### src/rtl/sefe_pkg.sv
// What this block does
// sample SDA on SCL rise, drive after fall
// controller keeps SCL at most 400 kHz; the bench controller runs it at up to 2.5 MHz
// SDA driven low only, else released
// data changes only while SCL low
// answer only when select code matches straps
// unconnected select pins read as low
// write protect: ack addresses, refuse data bytes
// write protect low: every location writable
// reads work whatever write protect says
// SDA fall with SCL high is start
// SDA rise with SCL high is stop
// stop after write data starts programming
// eight bits, then ninth clock acknowledge
// write: acknowledge every received word low
// read: ack address word, release after bytes
// controller ack low: send next byte
// no-ack then stop ends read, standby
// otherwise keep SDA released, send nothing
// address word: type, select high first, direction
// direction zero writes, one reads
// mismatch: no acknowledge, back to standby
// programming ends within write cycle time
// any start restarts address word reception; the code ignores starts while programming
package sefe_pkg;

  ////////////////////////////////////////////////////////////////////////////
  // clock and timing
  localparam int CLK_HZ          = 20_000_000;
  localparam int WC_TIME_MS      = 5;
  localparam int MS_PER_S        = 1000;
  localparam int PROG_CYCLES_DEF = WC_TIME_MS * (CLK_HZ / MS_PER_S);
  localparam int PROG_W          = 17;

  ////////////////////////////////////////////////////////////////////////////
  // word layout and counts
  localparam int               SYNC_W       = 6;
  localparam int               CNT_W        = 4;
  localparam logic [CNT_W-1:0] BITS_PER_WORD = 4'h8;
  localparam int               TYPE_MSB     = 7;
  localparam int               TYPE_LSB     = 4;
  localparam int               SEL_MSB      = 3;
  localparam int               SEL_LSB      = 1;
  localparam int               DIR_BIT      = 0;
  localparam int               MSB_BIT      = 7;
  localparam logic [1:0]       ADDR_BYTES   = 2'h2;
  localparam int               MEM_ADDR_W   = 15;
  localparam int               HI_ADDR_W    = 7;

  ////////////////////////////////////////////////////////////////////////////
  // transfer states
  typedef enum logic [2:0] {
    SEFE_IDLE,
    SEFE_DEV_WORD,
    SEFE_WR_WORD,
    SEFE_RD_WORD,
    SEFE_RD_ACK,
    SEFE_WAIT_STOP,
    SEFE_PROG
  } sefe_state_t;

endpackage

### src/rtl/sefe_pin_sync.sv
// two-stage synchroniser for asynchronous pins
module sefe_pin_sync #(
  parameter int W = 1
) (
  // clock and reset
  input  wire logic         clock_i,
  input  wire logic         rst_b_i,
  // pins in, synchronised out
  input  wire logic [W-1:0] d_i,
  output logic      [W-1:0] q_o
);

  logic [W-1:0] meta_reg;
  logic [W-1:0] sync_reg;

  // first stage read only by second stage
  always_ff @(posedge clock_i) begin
    if (!rst_b_i) begin
      meta_reg <= '0;
      sync_reg <= '0;
    end else begin
      meta_reg <= d_i;
      sync_reg <= meta_reg;
    end
  end

  assign q_o = sync_reg;

endmodule

### src/rtl/sefe_top.sv
// two-wire bus front end of a serial memory, target side
//
// Implementation choices: strobed register access and the placing of the registers.
module sefe_top #(
  parameter logic [3:0] TYPE_CODE   = 4'h5,                     // arbitrary value
  parameter int         PROG_CYCLES = sefe_pkg::PROG_CYCLES_DEF
) (
  // clock and reset
  input  wire logic                            clock_i,
  input  wire logic                            rst_b_i,
  // two-wire bus
  input  wire logic                            scl_i,
  input  wire logic                            sda_i,
  output logic                                 sda_o,
  output logic                                 sda_oe_o,
  // straps and protection
  input  wire logic                            select_pin_0_i,
  input  wire logic                            select_pin_1_i,
  input  wire logic                            select_pin_2_i,
  input  wire logic                            wp_i,
  // memory side
  input  wire logic [7:0]                      rd_data_i,
  output logic                                 rd_strobe_o,
  output logic [sefe_pkg::MEM_ADDR_W-1:0]      mem_addr_o,
  output logic                                 mem_addr_valid_o,
  output logic [7:0]                           wr_data_o,
  output logic                                 wr_strobe_o,
  output logic                                 prog_start_o,
  output logic                                 prog_busy_o
);

  ////////////////////////////////////////////////////////////////////////////
  // pin synchronisation and edge detection

  logic [sefe_pkg::SYNC_W-1:0] sync_w;
  logic                        scl_s;
  logic                        sda_s;
  logic                        wp_s;
  logic [2:0]                  sel_s;
  logic                        scl_q_reg;
  logic                        sda_q_reg;

  sefe_pin_sync #(
    .W (sefe_pkg::SYNC_W)
  ) u_sync (
    .clock_i (clock_i),
    .rst_b_i (rst_b_i),
    .d_i     ({scl_i, sda_i, wp_i, select_pin_2_i, select_pin_1_i, select_pin_0_i}),
    .q_o     (sync_w)
  );

  // unpack synchronised pins; straps ordered highest first
  assign scl_s = sync_w[5];
  assign sda_s = sync_w[4];
  assign wp_s  = sync_w[3];
  assign sel_s = sync_w[2:0];

  // previous synchronised levels
  always_ff @(posedge clock_i) begin
    if (!rst_b_i) begin
      scl_q_reg <= 1'b0;
      sda_q_reg <= 1'b0;
    end else begin
      scl_q_reg <= scl_s;
      sda_q_reg <= sda_s;
    end
  end

  logic scl_rise;
  logic scl_fall;
  logic start_det;
  logic stop_det;

  // bus events
  assign scl_rise  = scl_s & ~scl_q_reg;
  assign scl_fall  = ~scl_s & scl_q_reg;
  assign start_det = scl_s & scl_q_reg & sda_q_reg & ~sda_s;
  assign stop_det  = scl_s & scl_q_reg & ~sda_q_reg & sda_s;

  ////////////////////////////////////////////////////////////////////////////
  // state and datapath registers

  sefe_pkg::sefe_state_t             state_reg;
  logic [sefe_pkg::CNT_W-1:0]        bit_cnt_reg;
  logic                              ack_phase_reg;
  logic [7:0]                        rx_reg;
  logic [7:0]                        tx_reg;
  logic                              dir_reg;
  logic [1:0]                        wr_idx_reg;
  logic                              data_seen_reg;
  logic                              ack_ok_reg;
  logic [sefe_pkg::PROG_W-1:0]       timer_reg;
  logic                              sda_oe_reg;
  logic                              sda_o_reg;
  logic                              rd_strobe_reg;
  logic                              wr_strobe_reg;
  logic                              prog_start_reg;
  logic                              addr_valid_reg;
  logic [sefe_pkg::HI_ADDR_W-1:0]    addr_hi_reg;
  logic [sefe_pkg::MEM_ADDR_W-1:0]   mem_addr_reg;
  logic [7:0]                        wr_data_reg;

  ////////////////////////////////////////////////////////////////////////////
  // decoding

  // local copy so the timer casts stay short
  localparam int PROG_W = sefe_pkg::PROG_W;

  logic word_done;
  logic type_match;
  logic sel_match;
  logic addr_match;
  logic in_addr_bytes;
  logic bit_room;
  logic timer_done;

  assign word_done     = (bit_cnt_reg == sefe_pkg::BITS_PER_WORD);
  assign bit_room      = (bit_cnt_reg <  sefe_pkg::BITS_PER_WORD);
  assign type_match    = (rx_reg[sefe_pkg::TYPE_MSB:sefe_pkg::TYPE_LSB] == TYPE_CODE);
  assign sel_match     = (rx_reg[sefe_pkg::SEL_MSB:sefe_pkg::SEL_LSB] == sel_s);
  assign addr_match    = type_match & sel_match;
  assign in_addr_bytes = (wr_idx_reg < sefe_pkg::ADDR_BYTES);
  assign timer_done    = (timer_reg == PROG_W'(1));

  ////////////////////////////////////////////////////////////////////////////
  // next values and shared decodes

  logic                            in_prog;
  logic                            in_dev_word;
  logic                            first_addr_byte;
  logic                            rd_launch;
  logic                            prog_launch;
  logic                            bit_in;
  logic                            word_end;
  logic                            ack_end;
  logic [7:0]                      rx_next;
  logic [7:0]                      tx_next;
  logic [PROG_W-1:0]               timer_next;
  logic [1:0]                      wr_idx_next;
  logic [sefe_pkg::MEM_ADDR_W-1:0] mem_addr_next;
  logic                            prog_busy_next;

  // state decodes used by the sequencer and the busy flag
  assign in_prog         = (state_reg == sefe_pkg::SEFE_PROG);
  assign in_dev_word     = (state_reg == sefe_pkg::SEFE_DEV_WORD);
  assign first_addr_byte = (wr_idx_reg == 2'h0);
  assign rd_launch       = in_dev_word & dir_reg;
  assign prog_launch     = (state_reg == sefe_pkg::SEFE_WR_WORD) & data_seen_reg;

  // bus clock events inside a word
  assign bit_in   = scl_rise & bit_room;
  assign word_end = scl_fall & word_done & ~ack_phase_reg;
  assign ack_end  = scl_fall & ack_phase_reg;

  // shifters, most significant bit first
  assign rx_next = {rx_reg[6:0], sda_s};
  assign tx_next = {tx_reg[6:0], 1'b0};

  // counters and address assembly
  assign timer_next    = timer_reg - PROG_W'(1);
  assign wr_idx_next   = wr_idx_reg + 2'h1;
  assign mem_addr_next = {addr_hi_reg, rx_reg};

  // busy from the launch edge until the timer expires
  assign prog_busy_next = (in_prog & ~timer_done) | prog_start_reg;

  // next bit counter value
  function automatic logic [sefe_pkg::CNT_W-1:0] bump(input logic [sefe_pkg::CNT_W-1:0] c);
    bump = c + sefe_pkg::CNT_W'(1);
  endfunction

  // open-drain enable for one data bit: pull low for a zero
  function automatic logic drive_low(input logic b);
    drive_low = ~b;
  endfunction

  ////////////////////////////////////////////////////////////////////////////
  // transfer sequencer

  always_ff @(posedge clock_i) begin
    if (!rst_b_i) begin
      state_reg      <= sefe_pkg::SEFE_IDLE;
      bit_cnt_reg    <= '0;
      ack_phase_reg  <= 1'b0;
      rx_reg         <= 8'h00;
      tx_reg         <= 8'h00;
      dir_reg        <= 1'b0;
      wr_idx_reg     <= 2'h0;
      data_seen_reg  <= 1'b0;
      ack_ok_reg     <= 1'b0;
      timer_reg      <= '0;
      sda_oe_reg     <= 1'b0;
      sda_o_reg      <= 1'b0;
      rd_strobe_reg  <= 1'b0;
      wr_strobe_reg  <= 1'b0;
      prog_start_reg <= 1'b0;
      addr_valid_reg <= 1'b0;
      addr_hi_reg    <= '0;
      mem_addr_reg   <= '0;
      wr_data_reg    <= 8'h00;
    end else begin
      sda_o_reg      <= 1'b0;
      rd_strobe_reg  <= 1'b0;
      wr_strobe_reg  <= 1'b0;
      prog_start_reg <= 1'b0;
      addr_valid_reg <= 1'b0;
      if (in_prog) begin
        // bus ignored until programming completes
        sda_oe_reg <= 1'b0;
        if (timer_done) begin
          state_reg <= sefe_pkg::SEFE_IDLE;
        end
        timer_reg <= timer_next;
      end else if (start_det) begin
        state_reg     <= sefe_pkg::SEFE_DEV_WORD;
        bit_cnt_reg   <= '0;
        ack_phase_reg <= 1'b0;
        ack_ok_reg    <= 1'b0;
        sda_oe_reg    <= 1'b0;
      end else if (stop_det) begin
        sda_oe_reg    <= 1'b0;
        ack_phase_reg <= 1'b0;
        if (prog_launch) begin
          state_reg      <= sefe_pkg::SEFE_PROG;
          timer_reg      <= PROG_W'(PROG_CYCLES);
          prog_start_reg <= 1'b1;
        end else begin
          state_reg <= sefe_pkg::SEFE_IDLE;
        end
      end else begin
        case (state_reg)
          sefe_pkg::SEFE_DEV_WORD,
          sefe_pkg::SEFE_WR_WORD: begin
            if (bit_in) begin
              rx_reg      <= rx_next;
              bit_cnt_reg <= bump(bit_cnt_reg);
            end else if (word_end) begin
              ack_phase_reg <= 1'b1;
              if (in_dev_word) begin
                if (addr_match) begin
                  sda_oe_reg <= 1'b1;
                  dir_reg    <= rx_reg[sefe_pkg::DIR_BIT];
                end else begin
                  state_reg <= sefe_pkg::SEFE_IDLE;
                end
              end else if (in_addr_bytes) begin
                sda_oe_reg <= 1'b1;
                wr_idx_reg <= wr_idx_next;
                if (first_addr_byte) begin
                  addr_hi_reg <= rx_reg[sefe_pkg::HI_ADDR_W-1:0];
                end else begin
                  mem_addr_reg   <= mem_addr_next;
                  addr_valid_reg <= 1'b1;
                end
              end else if (wp_s) begin
                sda_oe_reg <= 1'b0;
              end else begin
                sda_oe_reg    <= 1'b1;
                wr_data_reg   <= rx_reg;
                wr_strobe_reg <= 1'b1;
                data_seen_reg <= 1'b1;
              end
            end else if (ack_end) begin
              // end of ninth clock: release, or drive first read bit, then next word
              ack_phase_reg <= 1'b0;
              bit_cnt_reg   <= '0;
              if (rd_launch) begin
                state_reg  <= sefe_pkg::SEFE_RD_WORD;
                tx_reg     <= rd_data_i;
                sda_oe_reg <= drive_low(rd_data_i[sefe_pkg::MSB_BIT]);
              end else begin
                if (in_dev_word) begin
                  wr_idx_reg    <= 2'h0;
                  data_seen_reg <= 1'b0;
                end
                state_reg  <= sefe_pkg::SEFE_WR_WORD;
                sda_oe_reg <= 1'b0;
              end
            end
          end
          sefe_pkg::SEFE_RD_WORD: begin
            if (bit_in) begin
              bit_cnt_reg <= bump(bit_cnt_reg);
            end else if (scl_fall && word_done) begin
              sda_oe_reg <= 1'b0;
              state_reg  <= sefe_pkg::SEFE_RD_ACK;
            end else if (scl_fall) begin
              tx_reg     <= tx_next;
              sda_oe_reg <= drive_low(tx_next[sefe_pkg::MSB_BIT]);
            end
          end
          sefe_pkg::SEFE_RD_ACK: begin
            if (scl_rise) begin
              if (!sda_s) begin
                ack_ok_reg    <= 1'b1;
                rd_strobe_reg <= 1'b1;
              end else begin
                state_reg <= sefe_pkg::SEFE_WAIT_STOP;
              end
            end else if (scl_fall && ack_ok_reg) begin
              ack_ok_reg  <= 1'b0;
              bit_cnt_reg <= '0;
              tx_reg      <= rd_data_i;
              sda_oe_reg  <= drive_low(rd_data_i[sefe_pkg::MSB_BIT]);
              state_reg   <= sefe_pkg::SEFE_RD_WORD;
            end
          end
          sefe_pkg::SEFE_WAIT_STOP: begin
            sda_oe_reg <= 1'b0;
          end
          default: begin
            sda_oe_reg <= 1'b0;
          end
        endcase
      end
    end
  end

  ////////////////////////////////////////////////////////////////////////////
  // busy flag kept as its own flop

  logic prog_busy_reg;

  always_ff @(posedge clock_i) begin
    if (!rst_b_i) begin
      prog_busy_reg <= 1'b0;
    end else begin
      prog_busy_reg <= prog_busy_next;
    end
  end

  ////////////////////////////////////////////////////////////////////////////
  // outputs, all from flops

  assign sda_o            = sda_o_reg;
  assign sda_oe_o         = sda_oe_reg;
  assign rd_strobe_o      = rd_strobe_reg;
  assign mem_addr_o       = mem_addr_reg;
  assign mem_addr_valid_o = addr_valid_reg;
  assign wr_data_o        = wr_data_reg;
  assign wr_strobe_o      = wr_strobe_reg;
  assign prog_start_o     = prog_start_reg;
  assign prog_busy_o      = prog_busy_reg;

endmodule

### config.mk
export PLATFORM = sky130hd
export DESIGN_NAME = sefe_top
export DESIGN_NICKNAME = d
export VERILOG_FILES = /design/src/rtl/sefe_pkg.sv /design/src/rtl/sefe_pin_sync.sv /design/src/rtl/sefe_top.sv
export SDC_FILE = /design/constraint.sdc
export NUM_CORES = 1
export LEC_CHECK = 0
export BUFFER_PORTS_ARGS = -buffer_cell sky130_fd_sc_hd__buf_2
export CORE_UTILIZATION = 56
export CTS_CLUSTER_SIZE = 25
export DETAILED_ROUTE_END_ITERATION = 7
export PLACE_DENSITY = 0.8
export SLEW_MARGIN = 40
export SYNTH_ARGS = -nofsm -noshare
export SYNTH_HDL_FRONTEND = slang
export SYNTH_SLANG_ARGS = --single-unit
### constraint.sdc
create_clock -name clock_i -period 6.2 [get_ports clock_i]
set_input_delay 0.93 -clock clock_i [delete_from_list [all_inputs] [get_ports clock_i]]
set_output_delay 0.93 -clock clock_i [all_outputs]
set_load 0.005 [all_outputs]
# Yosys cells after proc, flatten, opt, wreduce, memory -nomap -nowiden
# Index checks and enable logic that the tools add are counted.
# totals
output_inout_bits,30
reg_bits,95
latchBits,0
memories,0
elab_cells,225
mem_bits_rw,0
rom_bits,0
# classes
n_reduce_logical,34
add_sub_neg,3
shifts,0
n_eq_ne,44
order_cmp,2
n_div,0
n_mul,0
n_mux,82
bitwise_logic,37
# op_table
cell,n
2-to-1 mux 17 bit,4
2-to-1 mux 7 bit,9
2-to-1 mux 3 bit,15
2-to-1 mux 1 bit,36
2-to-1 mux 4 bit,8
!= test 2 bit (second input constant),15
AND reduction 9 bit,3
!= test 6 bit (second input constant),4
!= test 3 bit (second input constant),7
inverter 1 bit,21
case mux 7 bit (3 select lines),1
AND reduction 10 bit,2
OR reduction 9 bit,2
== test 17 x 1 -> 1 bit (second input constant),1
subtractor 17 x 1 -> 17 bit (second input constant),1
AND reduction 8 bit,2
AND 1 bit,15
!= test 5 bit (second input constant),3
AND reduction 13 bit,1
2-to-1 mux 2 bit,6
!= test 4 bit (second input constant),3
case mux 4 bit (3 select lines),1
AND reduction 11 bit,1
AND reduction 5 bit,2
27 further kinds,39

# Logic depth before layout (Yosys ltp)
# logic_depth
word_depth,10
depth_mapped,10
depth_no_buf,8

# Cells and area by module
# Synthesis repeated with hierarchy kept, for this count alone.
# hier_totals
cells_unflattened,482
hier_area_um2,4211.5
# by_module_without_submodules
mod,seq_area_each_um2,n_inst,cells_per_inst,area_per_inst_um2
sefe_top,1661.6,1,457,3875.0
sefe_pin_sync,240.2,1,25,336.6

# Worst setup path after synthesis
# No wires, ideal clock.
# synth_path
path_type,register to register
startpoint,reg bit_cnt_reg[0] (netlist bit)
endpoint,reg addr_hi_reg[0] (netlist bit)
period_less_slack_ns,2.211
arrival_time_ns,2.084
stages_incl_launch_ff,10
required_time_ns,6.072
slack_ns,3.989
path_buffers,1
cell_sequence,dfxtp_1 -> inv_1 -> ha_1 -> nand3b_4 -> or3_1 -> buf_2 -> nor4_4 -> nand3_2 -> mux2i_1 -> nor2_1
# synth_via
elab_chain_cells,4
elab_cells_between_ends,7
# synth_lines
item,line_no,source
"start, declared",sefe_top.sv:84,logic [sefe_pkg::CNT_W-1:0] bit_cnt_reg;
"start signal, assigned",sefe_top.sv:236,bit_cnt_reg <= bump(bit_cnt_reg);
"start signal, assigned",sefe_top.sv:283,bit_cnt_reg <= bump(bit_cnt_reg);
less-than comparator 4 bit / == test 4 bit (equally long branches),"sefe_top.sv:118, sefe_top.sv:117",
AND 1 bit (on tied branches),"sefe_top.sv:151, sefe_top.sv:152",
inverter 1 bit (no line) / AND 1 bit (equally long branches),n/a,
AND reduction 9 bit (no line) *,n/a,
"end signal, assigned",sefe_top.sv:250,addr_hi_reg <= rx_reg[sefe_pkg::HI_ADDR_W-1:0];
"end, declared",sefe_top.sv:99,logic [sefe_pkg::HI_ADDR_W-1:0] addr_hi_reg;
# Mark *: on every way between the ends. The rest lies on a longest branch, timed or not.
# A chain may end at the register's enable or synchronous reset.

# Worst setup path in the final report
# layout_path
startpoint,reg bit_cnt_reg[0] (netlist bit)
endpoint,reg addr_hi_reg[1] (netlist bit)
# The elaborated chain is that of the path after synthesis.

==> flow_metrics.env <==
export IMPL_grt_antenna_before_repair=0
export IMPL_seq_power_share=0.596
export IMPL_cts_root_buf="clkbuf_8"
export IMPL_grt_remaining_overflow=0
export IMPL_die_y_um=88.5
export IMPL_diodes=0
export IMPL_dpl_hpwl_mm=6.36
export IMPL_synth_edf_count=0
export IMPL_via_per_inst=5.66
export IMPL_combPwrFrac=0.026
export IMPL_clk_latency_ns=0.37
export IMPL_p_leak_nw=2.01
export IMPL_grt_max_degree=39
export IMPL_grt_pass1_wl_mm=14.5
export IMPL_synth_area_leaders="dfxtp_1 45%, mux2i_1 11%, nor2_1 6.2%"
export IMPL_hold_buffers=0
export IMPL_cts_repair_resized=0
export IMPL_mostFrequentLayoutCells="95 x dfxtp_1, 69 x nor2_1, 45 x buf_2"
export IMPL_grt_usage=0.240
export IMPL_drt_pass1_iter_count=4
export IMPL_synth_top_cell_by_area="dfxtp_1"
export IMPL_cts_setup_buffers=0
export IMPL_fin_skew_ns=0.00871
export IMPL_required_ns=6.47
export IMPL_synth_top_area_frac=0.454
export IMPL_multi_input_area_mm2=0.00214
export IMPL_drc=0
export IMPL_synth_ff_type="dfxtp_1"
export IMPL_fin_area_mm2=0.00464
export IMPL_critPathKind="reg2reg"
export IMPL_rows=31
export IMPL_synthSimpleGateAreaFrac=0.250
export IMPL_grt_setup_unrepaired="no"
export IMPL_r2r_end="addr_hi_reg[1]"
export IMPL_cts_htree_levels=3
export IMPL_r2r_start="bit_cnt_reg[0]"
export IMPL_synthAdderAreaFrac=0.0149
export IMPL_muxShareOfSynthArea=0.110
export IMPL_largest_reg_flops=17
export IMPL_finalHoldViolCount=0
export IMPL_cts_buffers=9
export IMPL_cts_buffer_depth=2
export IMPL_wl_per_cell_um=14.5
export IMPL_port_buffers=44
export IMPL_cts_reportedPaths_clkPinSlew_ns=0.10
export IMPL_drtIter0Drc=227
export IMPL_dp_cells=598
export IMPL_cts_sinks=95
export IMPL_fin_nets=531
export IMPL_switching_share=0.248
export IMPL_drv_cap=0
export IMPL_die_x_um=88.5
export IMPL_die_area_mm2=0.00784
export IMPL_io_pin_count=46
export IMPL_drv_slew=0
export IMPL_synth_xor_area_frac=0.0188
export IMPL_regArea_mm2=0.00190
export IMPL_p_sw_uw=257
export IMPL_cp_start_kind="flop"
export IMPL_avgSynthCellArea_um2=8.79
export IMPL_internal_power_uw=780
export IMPL_r2r_slack_ns=3.62
export IMPL_area_growth_pct=10.7
export IMPL_synth_cell_type_count=57
export IMPL_async_reset_ff_frac=0
export IMPL_fmax_mhz=387
export IMPL_num_fill_cells=629
export IMPL_crit_start="bit_cnt_reg[0]"
export IMPL_period_share=0.416
export IMPL_initial_core_util=0.578
export IMPL_tightest_slew_ns=0.728
export IMPL_grt_pass1_vias=3113
export IMPL_core_mm2=0.00725
export IMPL_final_common_cell="dfxtp_1"
export IMPL_instances_no_fill=614
export IMPL_dr_total_vias=3476
export IMPL_routed_wl_mm=8.92
export IMPL_finalSetupTns_ns=0
export IMPL_netlist_area_mm2=0.00419
export IMPL_crit_path_end="addr_hi_reg[1]"
export IMPL_cts_tree="yes"
export IMPL_min_path_type="reg2reg"
export IMPL_cp_arrival_ns=2.85
export IMPL_clkPwrFrac=0.378
export IMPL_yosys_warnings=0
export IMPL_p_total_mw=1.04
export IMPL_synth_compound_area_frac=0.116
export IMPL_synth_cells=477
export IMPL_layout_min_cycle_time_ns=2.58
export IMPL_vdd_ir_drop_max_uv=167
export IMPL_synth_nets=498
export IMPL_worstSetupEndpointType="flop"
export IMPL_synth_top_family_by_area="simple AND/OR/NAND/NOR gates"
export IMPL_r2r_cells=8
export IMPL_power_density_mw_per_mm2=223
export IMPL_layout_drive_gt1_share=0.150
export IMPL_ys_ff_latch=95
export IMPL_seq_area_frac_synth=0.454
export IMPL_setup_viol=0
export IMPL_outcome="finished, final reports clean"
export IMPL_ant_nets=0
export IMPL_dpl_cell_area_mm2=0.00445
export IMPL_globalplace_congestion=0.936
export IMPL_slew_headroom=0.511
export IMPL_cp_max_fo=10
## power by group through the flow
stage                     logic, mW  clock network, mW  registers, mW
after global routing         0.0297              0.425          0.619
after floorplan              0.0198                  0          0.630
after CTS                    0.0269              0.401          0.618
after detailed placement     0.0267                  0          0.632
final                        0.0268              0.392          0.618
after global placement       0.0258                  0          0.632
## how the worst min path moves through the flow
| stage | from | end | slack, ns | depth (start not counted) |
|---|---|---|---|---|
| after floorplan | u_sync.meta_reg[0] | u_sync.q_o[0] | 0.41 | 1 |
| after global placement | u_sync.meta_reg[5] | u_sync.q_o[5] | 0.42 | 1 |
| after detailed placement | u_sync.meta_reg[0] | u_sync.q_o[0] | 0.43 | 1 |
| after CTS | u_sync.meta_reg[0] | u_sync.q_o[0] | 0.45 | 1 |
| after global routing | u_sync.meta_reg[2] | u_sync.q_o[2] | 0.47 | 1 |
| final | u_sync.meta_reg[0] | u_sync.q_o[0] | 0.45 | 1 |
## critical path, stage by stage, from the launching register on
cell	delay, ns
dfxtp_1	0.34
inv_1	0.09
ha_1	0.20
nand3b_4	0.10
or3_1	0.49
nor4_4	0.59
nand3_2	0.36
mux2i_1	0.25
nor2_1	0.06
## layer usage
| metal | share of wire | up-vias | GRT usage | wire, µm |
|---|---|---|---|---|
| met4 | 0.018 | 0 | 0.101 | 160 |
| met2 | 0.48 | 97 | 0.390 | 4240 |
| li1 | - | 1739 | - | - |
| met3 | 0.051 | 14 | 0.0345 | 451 |
| met1 | 0.46 | 1626 | 0.320 | 4070 |
| met5 | 0 | - | 0 | 0 |
## cells in the mapped netlist (4+ instances only)
master	n
dfxtp_1	95
nor2_1	69
mux2i_1	44
nand2_1	35
a21oi_1	34
nand3_1	23
nor3_1	18
clkbuf_1	17
and2_1	16
o21ai_0	12
inv_1	11
a311oi_1	7
xnor2_1	7
nor4_1	6
or3_1	6
a211oi_1	5
ha_1	5
a31oi_1	4
nor2b_1	4
nor3b_1	4
## metrics by stage
step                      setup slack, ns  utilization  hold WS [ns]
final                                3.62        0.640         0.446
after CTS                            3.50        0.639         0.448
after floorplan                      3.99            -         0.412
after detailed placement             3.40        0.613         0.426
after global routing                 3.40        0.640         0.467
after global placement               2.91        0.612         0.416
## area by class of cell
cell class | instances | share of cell area
multi-input combinational | 346 | 0.462
sequential | 95 | 0.410
timing repair buffer | 46 | 0.0501
clock buffer | 9 | 0.0267
tap | 99 | 0.0267
clock inverter | 7 | 0.0146
inverter | 12 | 0.00998
## cells by family after synthesis
group	Yosys count
adder cells (fa/ha/maj)	5
XOR/XNOR	9
AND/OR/NAND/NOR	206
flip-flops	95
AO/OA/AOI/OAI	79
multiplexers	46
other	1
buffers and inverters	36
Note: power is estimated with default switching activity, not from simulation.
